[config.mk]
export PLATFORM = sky130hd
export DESIGN_NAME = tchc_regs
export DESIGN_NICKNAME = d
export VERILOG_FILES = /design/src/tchc_pkg.sv /design/src/tchc_soft_reset_request_if.sv /design/src/tchc_soft_reset_request_ctrl.sv /design/src/tchc_regs.sv
export SDC_FILE = /design/constraint.sdc
export NUM_CORES = 1
export LEC_CHECK = 0
export BUFFER_PORTS_ARGS = -buffer_cell sky130_fd_sc_hd__buf_2
export CORE_ASPECT_RATIO = 1.1
export CORE_MARGIN = 8
export CORE_UTILIZATION = 54
export DETAILED_ROUTE_END_ITERATION = 16
export PLACE_DENSITY = 0.84
export SYNTH_ARGS = -nofsm -noshare
export SYNTH_HDL_FRONTEND = slang
export SYNTH_SLANG_ARGS = --single-unit
[constraint.sdc]
create_clock -name clk -period 6.5 [get_ports clk]
set_clock_uncertainty 0.1 [all_clocks]
set_input_delay 0.65 -clock clk [delete_from_list [all_inputs] [get_ports clk]]
set_output_delay 0.65 -clock clk [all_outputs]
set_load 0.1 [all_outputs]
[src/tchc_pkg.sv]
// Constants shared by the transmit and hardware configuration register bank
package tchc_pkg;

  // Register byte offsets on the host bus
  localparam int          ADDR_W         = 8;
  localparam logic [7:0]  OFF_TX_CFG     = 8'h70;
  localparam logic [7:0]  OFF_HARDWARE_CONFIG     = 8'h74;
  localparam int          DATA_W         = 32;

  // Transmit configuration fields
  localparam int          TXC_STATUS_FLUSH_BIT  = 15;
  localparam int          TXC_DATA_FLUSH_BIT    = 14;
  localparam int          TXC_OVERRUN_ALLOW_BIT = 2;
  localparam int          TXC_TX_ENABLE_BIT     = 1;
  localparam int          TXC_STOP_BIT          = 0;
  localparam logic [31:0] TXC_RESET             = 32'h0000_0000;

  // Hardware configuration fields
  localparam int          HWC_PORT_ENDIAN_BIT   = 29;
  localparam int          HWC_DIRECT_ENDIAN_BIT = 28;
  localparam int          HWC_STRAP_BIT         = 24;
  localparam int          HWC_MBO_BIT           = 20;
  localparam int          HWC_SIZE_LSB          = 16;
  localparam int          HWC_SIZE_W            = 4;
  localparam int          HWC_TIMEOUT_BIT       = 1;
  localparam int          HWC_SOFT_RESET_REQUEST_BIT          = 0;
  localparam logic [3:0]  HWC_SIZE_RESET        = 4'h5;
  localparam logic [3:0]  HWC_SIZE_MIN          = 4'h2;
  localparam logic [3:0]  HWC_SIZE_MAX          = 4'he;
  localparam logic [1:0]  STRAP_SAMPLE_AGE      = 2'h2;

  // FIFO memory split
  localparam int          BYTES_W          = 15;
  localparam logic [14:0] FIFO_TOTAL_BYTES = 15'h4000;
  localparam int          KB_SHIFT         = 10;
  localparam logic [14:0] TX_STATUS_BYTES  = 15'h0200;
  localparam int          RX_STATUS_SHIFT  = 4;

  // Soft reset wait for the PHY clocks
  localparam int          CLK_PERIOD_NS     = 20;
  localparam int          SOFT_RESET_REQUEST_TIMEOUT_NS   = 100000;
  localparam int          SOFT_RESET_REQUEST_TIMEOUT_CYC  = SOFT_RESET_REQUEST_TIMEOUT_NS / CLK_PERIOD_NS;

  // Soft reset sequencer states
  typedef enum logic [0:0] {
    SR_IDLE = 1'b0,
    SR_WAIT = 1'b1
  } tchc_soft_reset_request_state_t;

endpackage

[src/tchc_soft_reset_request_if.sv]
// Handshake between the register bank and the soft reset sequencer
`timescale 1ns/1ps
interface tchc_soft_reset_request_if;
  logic req;      // One-cycle start request
  logic phy_ok;   // PHY clocks running, synchronised
  logic busy;     // Sequence in progress
  logic done;     // One-cycle reset completion
  logic timeout;  // One-cycle timeout event

  modport ctrl (input req, input phy_ok, output busy, output done, output timeout);
  modport regs (output req, output phy_ok, input busy, input done, input timeout);
endinterface

[src/tchc_soft_reset_request_ctrl.sv]
// Soft reset sequencer that waits for the PHY clocks or times out
`timescale 1ns/1ps
module tchc_soft_reset_request_ctrl
  import tchc_pkg::*;
#(
  parameter int TIMEOUT_CYC = SOFT_RESET_REQUEST_TIMEOUT_CYC
) (
  input  wire logic  clk,    // System clock
  input  wire logic  reset,  // Asynchronous reset, active high
  tchc_soft_reset_request_if.ctrl  sr      // Handshake with the register bank
);

  localparam int CNT_W = $clog2(TIMEOUT_CYC + 1);
  localparam logic [CNT_W-1:0] CNT_LAST = CNT_W'(TIMEOUT_CYC - 1);

  tchc_soft_reset_request_state_t state_r;
  logic [CNT_W-1:0] cnt_r;
  logic             done_r;
  logic             timeout_r;

  // Sequence: wait for clocks, complete or give up
  always_ff @(posedge clk or posedge reset) begin
    if (reset) begin
      state_r <= SR_IDLE;
    end else begin
      unique case (state_r)
        SR_IDLE: begin
          if (sr.req) begin
            state_r <= SR_WAIT;
          end
        end
        SR_WAIT: begin
          if (sr.phy_ok || cnt_r == CNT_LAST) begin
            state_r <= SR_IDLE;
          end
        end
      endcase
    end
  end

  // Wait counter
  always_ff @(posedge clk or posedge reset) begin
    if (reset) begin
      cnt_r <= '0;
    end else if (state_r == SR_IDLE) begin
      cnt_r <= '0;
    end else begin
      cnt_r <= cnt_r + CNT_W'(1);
    end
  end

  // Completion and timeout pulses
  always_ff @(posedge clk or posedge reset) begin
    if (reset) begin
      done_r    <= 1'b0;
      timeout_r <= 1'b0;
    end else begin
      done_r    <= (state_r == SR_WAIT) && sr.phy_ok;
      timeout_r <= (state_r == SR_WAIT) && !sr.phy_ok && cnt_r == CNT_LAST;
    end
  end

  assign sr.busy    = (state_r == SR_WAIT) || done_r || timeout_r;
  assign sr.done    = done_r;
  assign sr.timeout = timeout_r;

endmodule

[src/tchc_regs.sv]
// Transmit and hardware configuration registers behind the SRAM-like host port
`timescale 1ns/1ps
module tchc_regs
  import tchc_pkg::*;
#(
  parameter int SOFT_RESET_REQUEST_TIMEOUT = SOFT_RESET_REQUEST_TIMEOUT_CYC
) (
  input  wire logic               clk,                  // System clock, 50 MHz
  input  wire logic               reset,                // Asynchronous reset, active high
  input  wire logic               bus_cs_n,             // Chip select pin, active low
  input  wire logic               bus_rd_n,             // Read strobe pin, active low
  input  wire logic               bus_wr_n,             // Write strobe pin, active low
  input  wire logic [ADDR_W-1:0]  bus_addr,             // Byte address pins
  input  wire logic [DATA_W-1:0]  bus_data_in,          // Data pins, input side
  output logic      [DATA_W-1:0]  bus_data_out,         // Data pins, output side
  output logic                    bus_data_oe,          // Data pins driven when high
  input  wire logic               crossover_strap,      // Crossover enable strap pin
  input  wire logic               phy_rx_clk_running,   // PHY receive clock alive
  input  wire logic               phy_tx_clk_running,   // PHY transmit clock alive
  input  wire logic               tx_frame_active,      // Transmitter mid-frame
  input  wire logic               tx_status_fifo_full,  // Status FIFO full level
  output logic                    tx_enable,            // Transmitter run
  output logic                    tx_stop_request,      // Finish frame, then halt
  output logic                    tx_suspend,           // Hold off on full status FIFO
  output logic                    tx_status_full_event, // Status FIFO became full
  output logic                    tx_status_ptr_clear,  // Clear status FIFO pointers
  output logic                    tx_data_ptr_clear,    // Clear data FIFO pointers
  output logic                    data_port_endian,     // Port access big endian
  output logic                    direct_access_endian, // Select-pin access big endian
  output logic                    must_be_one,          // Normal operation enable
  output logic      [BYTES_W-1:0] tx_data_fifo_bytes,   // Transmit data FIFO size
  output logic      [BYTES_W-1:0] tx_status_fifo_bytes, // Transmit status FIFO size
  output logic      [BYTES_W-1:0] rx_data_fifo_bytes,   // Receive data FIFO size
  output logic      [BYTES_W-1:0] rx_status_fifo_bytes, // Receive status FIFO size
  output logic                    soft_reset_pulse,     // MAC register reset
  output logic                    error_clear_pulse     // Clear transmit and receive errors
);

  localparam int SYNC_W = 3 + ADDR_W + DATA_W + 3;

  // Total transmit allocation, clamped to the legal range
  function automatic logic [BYTES_W-1:0] tx_total(input logic [HWC_SIZE_W-1:0] sz);
    logic [HWC_SIZE_W-1:0] c;
    c = sz;
    if (c < HWC_SIZE_MIN) begin
      c = HWC_SIZE_MIN;
    end else if (c > HWC_SIZE_MAX) begin
      c = HWC_SIZE_MAX;
    end
    return BYTES_W'({11'h000, c} << KB_SHIFT);
  endfunction

  tchc_soft_reset_request_if sr ();

  logic [SYNC_W-1:0] sync1_r;
  logic [SYNC_W-1:0] sync2_r;
  logic              cs_n_s;
  logic              rd_n_s;
  logic              wr_n_s;
  logic [ADDR_W-1:0] addr_s;
  logic [DATA_W-1:0] wdata_s;
  logic              strap_s;
  logic              phy_rx_s;
  logic              phy_tx_s;
  logic              wr_n_d_r;
  logic              wr_take;
  logic              wr_tx_cfg;
  logic              wr_hardware_config;
  logic              halted;
  logic              tx_on_r;
  logic              stop_r;
  logic              allow_r;
  logic              full_d_r;
  logic              port_endian_r;
  logic              direct_endian_r;
  logic              mbo_r;
  logic [3:0]        size_r;
  logic              timeout_flag_r;
  logic              strap_r;
  logic [1:0]        strap_age_r;
  logic [DATA_W-1:0] tx_cfg_rd;
  logic [DATA_W-1:0] hardware_config_rd;
  logic [BYTES_W-1:0] tx_total_b;
  logic [BYTES_W-1:0] rx_total_b;

  // Two-flop synchronisers for every pin input
  always_ff @(posedge clk or posedge reset) begin
    if (reset) begin
      sync1_r <= {3'b111, {(ADDR_W + DATA_W + 3){1'b0}}};
      sync2_r <= {3'b111, {(ADDR_W + DATA_W + 3){1'b0}}};
    end else begin
      sync1_r <= {bus_cs_n, bus_rd_n, bus_wr_n, bus_addr, bus_data_in,
                  crossover_strap, phy_rx_clk_running, phy_tx_clk_running};
      sync2_r <= sync1_r;
    end
  end

  assign {cs_n_s, rd_n_s, wr_n_s, addr_s, wdata_s, strap_s, phy_rx_s, phy_tx_s} = sync2_r;

  // Write taken on the trailing edge of the write strobe
  always_ff @(posedge clk or posedge reset) begin
    if (reset) begin
      wr_n_d_r <= 1'b1;
    end else begin
      wr_n_d_r <= wr_n_s;
    end
  end

  assign wr_take   = wr_n_s && !wr_n_d_r && !cs_n_s;
  assign wr_tx_cfg = wr_take && addr_s == OFF_TX_CFG;
  assign wr_hardware_config = wr_take && addr_s == OFF_HARDWARE_CONFIG && !sr.busy;
  assign halted    = stop_r && !tx_frame_active;

  // Soft reset sequencer hookup
  assign sr.req    = wr_hardware_config && wdata_s[HWC_SOFT_RESET_REQUEST_BIT];
  assign sr.phy_ok = phy_rx_s && phy_tx_s;

  tchc_soft_reset_request_ctrl #(
    .TIMEOUT_CYC (SOFT_RESET_REQUEST_TIMEOUT)
  ) u_soft_reset_request (
    .clk   (clk),
    .reset (reset),
    .sr    (sr)
  );

  // Transmitter enable and stop request
  always_ff @(posedge clk or posedge reset) begin
    if (reset) begin
      tx_on_r <= 1'b0;
      stop_r  <= 1'b0;
    end else if (sr.done) begin
      tx_on_r <= 1'b0;
      stop_r  <= 1'b0;
    end else begin
      if (wr_tx_cfg) begin
        tx_on_r <= wdata_s[TXC_TX_ENABLE_BIT];
      end else if (halted) begin
        tx_on_r <= 1'b0;
      end
      if (halted) begin
        stop_r <= 1'b0;
      end else if (wr_tx_cfg && !stop_r) begin
        stop_r <= wdata_s[TXC_STOP_BIT];
      end
    end
  end

  // Overrun allow control
  always_ff @(posedge clk or posedge reset) begin
    if (reset) begin
      allow_r <= 1'b0;
    end else if (sr.done) begin
      allow_r <= 1'b0;
    end else if (wr_tx_cfg) begin
      allow_r <= wdata_s[TXC_OVERRUN_ALLOW_BIT];
    end
  end

  // Transmit side outputs
  always_ff @(posedge clk or posedge reset) begin
    if (reset) begin
      tx_enable            <= 1'b0;
      tx_stop_request      <= 1'b0;
      tx_suspend           <= 1'b0;
      full_d_r             <= 1'b0;
      tx_status_full_event <= 1'b0;
    end else begin
      tx_enable            <= tx_on_r;
      tx_stop_request      <= stop_r;
      tx_suspend           <= tx_status_fifo_full && !allow_r;
      full_d_r             <= tx_status_fifo_full;
      tx_status_full_event <= tx_status_fifo_full && !full_d_r;
    end
  end

  // Self-clearing flush strobes
  always_ff @(posedge clk or posedge reset) begin
    if (reset) begin
      tx_status_ptr_clear <= 1'b0;
      tx_data_ptr_clear   <= 1'b0;
    end else begin
      tx_status_ptr_clear <= wr_tx_cfg && wdata_s[TXC_STATUS_FLUSH_BIT];
      tx_data_ptr_clear   <= wr_tx_cfg && wdata_s[TXC_DATA_FLUSH_BIT];
    end
  end

  // Endian bits, untouched by soft reset
  always_ff @(posedge clk or posedge reset) begin
    if (reset) begin
      port_endian_r   <= 1'b0;
      direct_endian_r <= 1'b0;
    end else if (wr_hardware_config) begin
      port_endian_r   <= wdata_s[HWC_PORT_ENDIAN_BIT];
      direct_endian_r <= wdata_s[HWC_DIRECT_ENDIAN_BIT];
    end
  end

  // Must-be-one bit and transmit size, reinitialised by soft reset
  always_ff @(posedge clk or posedge reset) begin
    if (reset) begin
      mbo_r  <= 1'b0;
      size_r <= HWC_SIZE_RESET;
    end else if (sr.done) begin
      mbo_r  <= 1'b0;
      size_r <= HWC_SIZE_RESET;
    end else if (wr_hardware_config) begin
      mbo_r  <= wdata_s[HWC_MBO_BIT];
      size_r <= wdata_s[HWC_SIZE_LSB +: HWC_SIZE_W];
    end
  end

  // Timeout flag: set by a failed attempt, cleared by a new request
  always_ff @(posedge clk or posedge reset) begin
    if (reset) begin
      timeout_flag_r <= 1'b0;
    end else if (sr.timeout) begin
      timeout_flag_r <= 1'b1;
    end else if (sr.req) begin
      timeout_flag_r <= 1'b0;
    end
  end

  // Strap caught once the synchroniser holds a post-reset pin value
  always_ff @(posedge clk or posedge reset) begin
    if (reset) begin
      strap_r     <= 1'b0;
      strap_age_r <= 2'h0;
    end else if (strap_age_r != STRAP_SAMPLE_AGE + 2'h1) begin
      strap_age_r <= strap_age_r + 2'h1;
      if (strap_age_r == STRAP_SAMPLE_AGE) begin
        strap_r <= strap_s;
      end
    end
  end

  // Soft reset and error clear pulses to the MAC
  always_ff @(posedge clk or posedge reset) begin
    if (reset) begin
      soft_reset_pulse  <= 1'b0;
      error_clear_pulse <= 1'b0;
    end else begin
      soft_reset_pulse  <= sr.done;
      error_clear_pulse <= sr.done;
    end
  end

  // Configuration level outputs
  always_ff @(posedge clk or posedge reset) begin
    if (reset) begin
      data_port_endian     <= 1'b0;
      direct_access_endian <= 1'b0;
      must_be_one          <= 1'b0;
    end else begin
      data_port_endian     <= port_endian_r;
      direct_access_endian <= direct_endian_r;
      must_be_one          <= mbo_r;
    end
  end

  // FIFO memory split
  assign tx_total_b = tx_total(size_r);
  assign rx_total_b = FIFO_TOTAL_BYTES - tx_total_b;

  always_ff @(posedge clk or posedge reset) begin
    if (reset) begin
      tx_data_fifo_bytes   <= '0;
      tx_status_fifo_bytes <= '0;
      rx_data_fifo_bytes   <= '0;
      rx_status_fifo_bytes <= '0;
    end else begin
      tx_status_fifo_bytes <= TX_STATUS_BYTES;
      tx_data_fifo_bytes   <= tx_total_b - TX_STATUS_BYTES;
      rx_status_fifo_bytes <= rx_total_b >> RX_STATUS_SHIFT;
      rx_data_fifo_bytes   <= rx_total_b - (rx_total_b >> RX_STATUS_SHIFT);
    end
  end

  // Read images; reserved bits stay zero
  always_comb begin
    tx_cfg_rd = '0;
    tx_cfg_rd[TXC_OVERRUN_ALLOW_BIT] = allow_r;
    tx_cfg_rd[TXC_TX_ENABLE_BIT]     = tx_on_r;
    tx_cfg_rd[TXC_STOP_BIT]          = stop_r;
  end

  always_comb begin
    hardware_config_rd = '0;
    hardware_config_rd[HWC_PORT_ENDIAN_BIT]   = port_endian_r;
    hardware_config_rd[HWC_DIRECT_ENDIAN_BIT] = direct_endian_r;
    hardware_config_rd[HWC_STRAP_BIT]         = strap_r;
    hardware_config_rd[HWC_MBO_BIT]           = mbo_r;
    hardware_config_rd[HWC_SIZE_LSB +: HWC_SIZE_W] = size_r;
    hardware_config_rd[HWC_TIMEOUT_BIT]       = timeout_flag_r;
    hardware_config_rd[HWC_SOFT_RESET_REQUEST_BIT]          = sr.busy;
  end

  // Read data and pin drive while chip select and read strobe are low
  always_ff @(posedge clk or posedge reset) begin
    if (reset) begin
      bus_data_out <= '0;
      bus_data_oe  <= 1'b0;
    end else begin
      bus_data_oe <= !cs_n_s && !rd_n_s;
      if (addr_s == OFF_TX_CFG) begin
        bus_data_out <= tx_cfg_rd;
      end else if (addr_s == OFF_HARDWARE_CONFIG) begin
        bus_data_out <= hardware_config_rd;
      end else begin
        bus_data_out <= '0;
      end
    end
  end

endmodule

==> out/metrics.csv <==
metric;value;unit
status;finished clean;
critical path capture point type;register;
WL/cell;14.27;µm
pin slew with the least headroom to its limit;863.9;ps
H-Tree Depth;4;
Setup TNS Final;0;ps
VDD IR-drop max;221.3;µV
Tot GR Track Use;0.1401;
largest net degree at the start of global routing;75;
Max Fclk;325.2;MHz
Die H;113.7;µm
Synth warnings;0;
DRC;0;
DR vias/cell;4.760;
unrepaired setup endpoints after global routing;no;
Vias;2675;
detailed placement HPWL;5.677;mm
maxcap violations;0;
layout cells sized above 1;0.2772;
CTS resizes;0;
grt ovf;0;
clk slew on worst S/H paths;60;ps
Final Cycle Share;0.4730;
Avg Cell Area, Syn;13.28;µm²
Port Buffers;73;
io pins;154;
CP Launch Type;register;
Nets;494;
Rel. slew slack;0.4241;
post-synthesis sequential area ratio;0.6694;
antenna fix cells;0;
Period minus WS final;3075;ps
vias in the first global route;2857;
CP Data Arrival Time;3340;ps
WL final;8.020;mm
Slew Limit Fails;0;
Root Buffer;clkbuf_8;
CP Class;reg -> reg;
CTS Buffer Depth;2;
# clock sinks;125;
DRT antenna net count;0;
Seq cells post-synth;125;
final hold vios;0;
die area;0.01193;mm²
count of final setup violators;0;
DRT Pass-1 Iters;4;
FFs w/ async S/R, synth;1.000;
mapped cell area;0.004689;mm²
Syn-to-layout area delta;17.29;%
CTS Buf Count;17;
CTS tree;done;
CP Cell Sequence;or3_1 -> and3_1 -> inv_1 -> ha_1 -> or3b_2 -> ha_1 -> inv_1 -> nor3_1 -> o311ai_0;
number of synthesized flops with an enable pin;0;
slowest stage cell, crit path;or3b_2;
HP Class;in -> async;
hold buffer count at CTS;0;
initial antenna violation count;0;
Initial Util;0.5577;
final hold slack;119.1;ps
Pleak;2.703;nW
Starting DRT DRC Count;134;
die width;104.9;µm
Crit Path Max Fanout;9;
critical path's largest stage delay;510;ps
first-pass GRT wire length;13.17;mm
Core Area;0.008408;mm²
Post-Synthesis Cells;353;
routability cong.;0.8451;
flop2flop setup slack;3430;ps
Pwr Density;353.2;mW/mm²
setup bufs post-CTS;0;
Cell variety after synth;50;
CP required;6760;ps
Rows;35;
Clk Latency, worst-skew pair;500;ps
Main synth FF type;dfrtp_1;
-- registers in the layout, indices dropped and copies added (netlist names), 2 cells and up --
name,count
rx_status_fifo_bytes,5
size_r,4
strap_age_r,2
bus_data_out,11
tx_data_fifo_bytes,6
sync2_r,26
u_soft_reset_request.cnt_r,13
rx_data_fifo_bytes,8
sync1_r,26
-- placed cells by master, fill, tap and decap left out, types with 3 or more instances in the layout --
| cell type | synthesis | layout |
|---|---|---|
| dfstp_2 | 9 | 9 |
| ha_1 | 6 | 6 |
| buf_2 | 1 | 73 |
| a21oi_1 | 9 | 9 |
| mux2i_1 | 5 | 5 |
| o21ai_0 | 8 | 8 |
| dfrtp_1 | 116 | 116 |
| o31ai_1 | 5 | 5 |
| conb_1 | 2 | 61 |
| clkbuf_16 | 0 | 16 |
| or3_1 | 5 | 5 |
| nor2b_1 | 3 | 3 |
| clkbuf_1 | 3 | 3 |
| nor4_1 | 3 | 3 |
| inv_1 | 14 | 13 |
| xnor2_1 | 7 | 7 |
| nand2_1 | 8 | 8 |
| nand4_1 | 4 | 4 |
| and2_1 | 11 | 11 |
| nand2b_1 | 5 | 5 |
| nor2_1 | 18 | 18 |
| or4_1 | 4 | 4 |
| nand3_1 | 7 | 7 |
| clkinvlp_4 | 0 | 3 |
| mux2_2 | 4 | 4 |
| and3_1 | 3 | 3 |
-- synth_stat cells, drive strengths merged (2+ instances only) --
library cell,number,share of area
a21oi,9,0.0096
a22o,2,0.0037
and2,11,0.015
and3,3,0.0040
buf,64,0.10
clkbuf,3,0.0024
conb,2,0.0016
dfrtp,116,0.62
dfstp,9,0.050
ha,6,0.016
inv,14,0.011
mux2,4,0.0096
mux2i,5,0.011
nand2,8,0.0064
nand2b,5,0.0067
nand3,7,0.0075
nand4,4,0.0053
nor2,18,0.014
nor2b,3,0.0040
nor3,2,0.0021
nor4,4,0.0085
o2111ai,2,0.0037
o21ai,8,0.0085
o31ai,5,0.0080
or3,6,0.0083
or3b,2,0.0037
or4,5,0.0083
xnor2,7,0.013
xor2,2,0.0037
-- layer usage --
metal	wire length [µm]	up-vias	global-route usage
li1	-	1240	-
met1	2971	1309	0.1376
met2	4328	111	0.2434
met3	596	15	0.06937
met4	124	0	0.06286
met5	0	-	0
-- cells by family after synthesis --
kind of cell	Yosys count	synth area share
AND/OR/NAND/NOR	84	0.1067
AO/OA/AOI/OAI	37	0.05363
XOR/XNOR	9	0.01681
other	2	0.001601
adder cells (fa/ha/maj)	6	0.01601
buffers and inverters	81	0.1155
multiplexers	9	0.02028
flip-flops	125	0.6694
-- final cells by class --
type,count,area (µm²)
Inverter,14,55.05
Clock inverter,12,138.9
Timing Repair Buffer,74,372.9
Tap cell,111,138.9
Multi-Input combinational cell,206,1230
Clock buffer,20,425.4
Sequential cell,125,3139
Fill cell,639,2908
-- worst paths after layout --
path	startpoint	to	depth (start not counted)
min reg2reg	sync1_r[31]	sync2_r[31]	0
max	size_r[3]	rx_data_fifo_bytes[11]	9
min	reset	sync1_r[5]	2
max in group asynchronous	reset	must_be_one	3
min in group clk	bus_wr_n	sync1_r[43]	1
max reg2reg	size_r[3]	rx_data_fifo_bytes[11]	9
-- worst max-delay path, delay by kind of cell (launching register included) --
kind / cells / cell delay (ps)
buffers and inverters: 2 / 230
adders and majority gates: 2 / 560
AOI/OAI and AO/OA: 1 / 340
DFF: 1 / 450
and+or+nand+nor: 4 / 1260
-- power by group --
| group | internal, mW | total, mW | switching (mW) |
|---|---|---|---|
| Combinational | 0.0181 | 0.251 | 0.233 |
| Clock | 0.549 | 0.875 | 0.327 |
| Sequential | 0.806 | 0.816 | 0.00990 |
| Total | 1.37 | 1.94 | 0.569 |
-- metrics by stage --
stage                     setup WS (ps)  utilization  instance area (µm²)  power [mW]  std cells
after global routing               3291       0.6542                 5500       2.011        562
after global placement             3612       0.5871                 4936       1.076        530
after floorplan                    2437            -                 4911       1.082        412
final                              3425       0.6542                 5500       1.943        562
after CTS                          3403       0.6542                 5500       1.963        562
after detailed placement           3441       0.5871                 4936       1.080        530
Power figures use the tool's default switching activity.
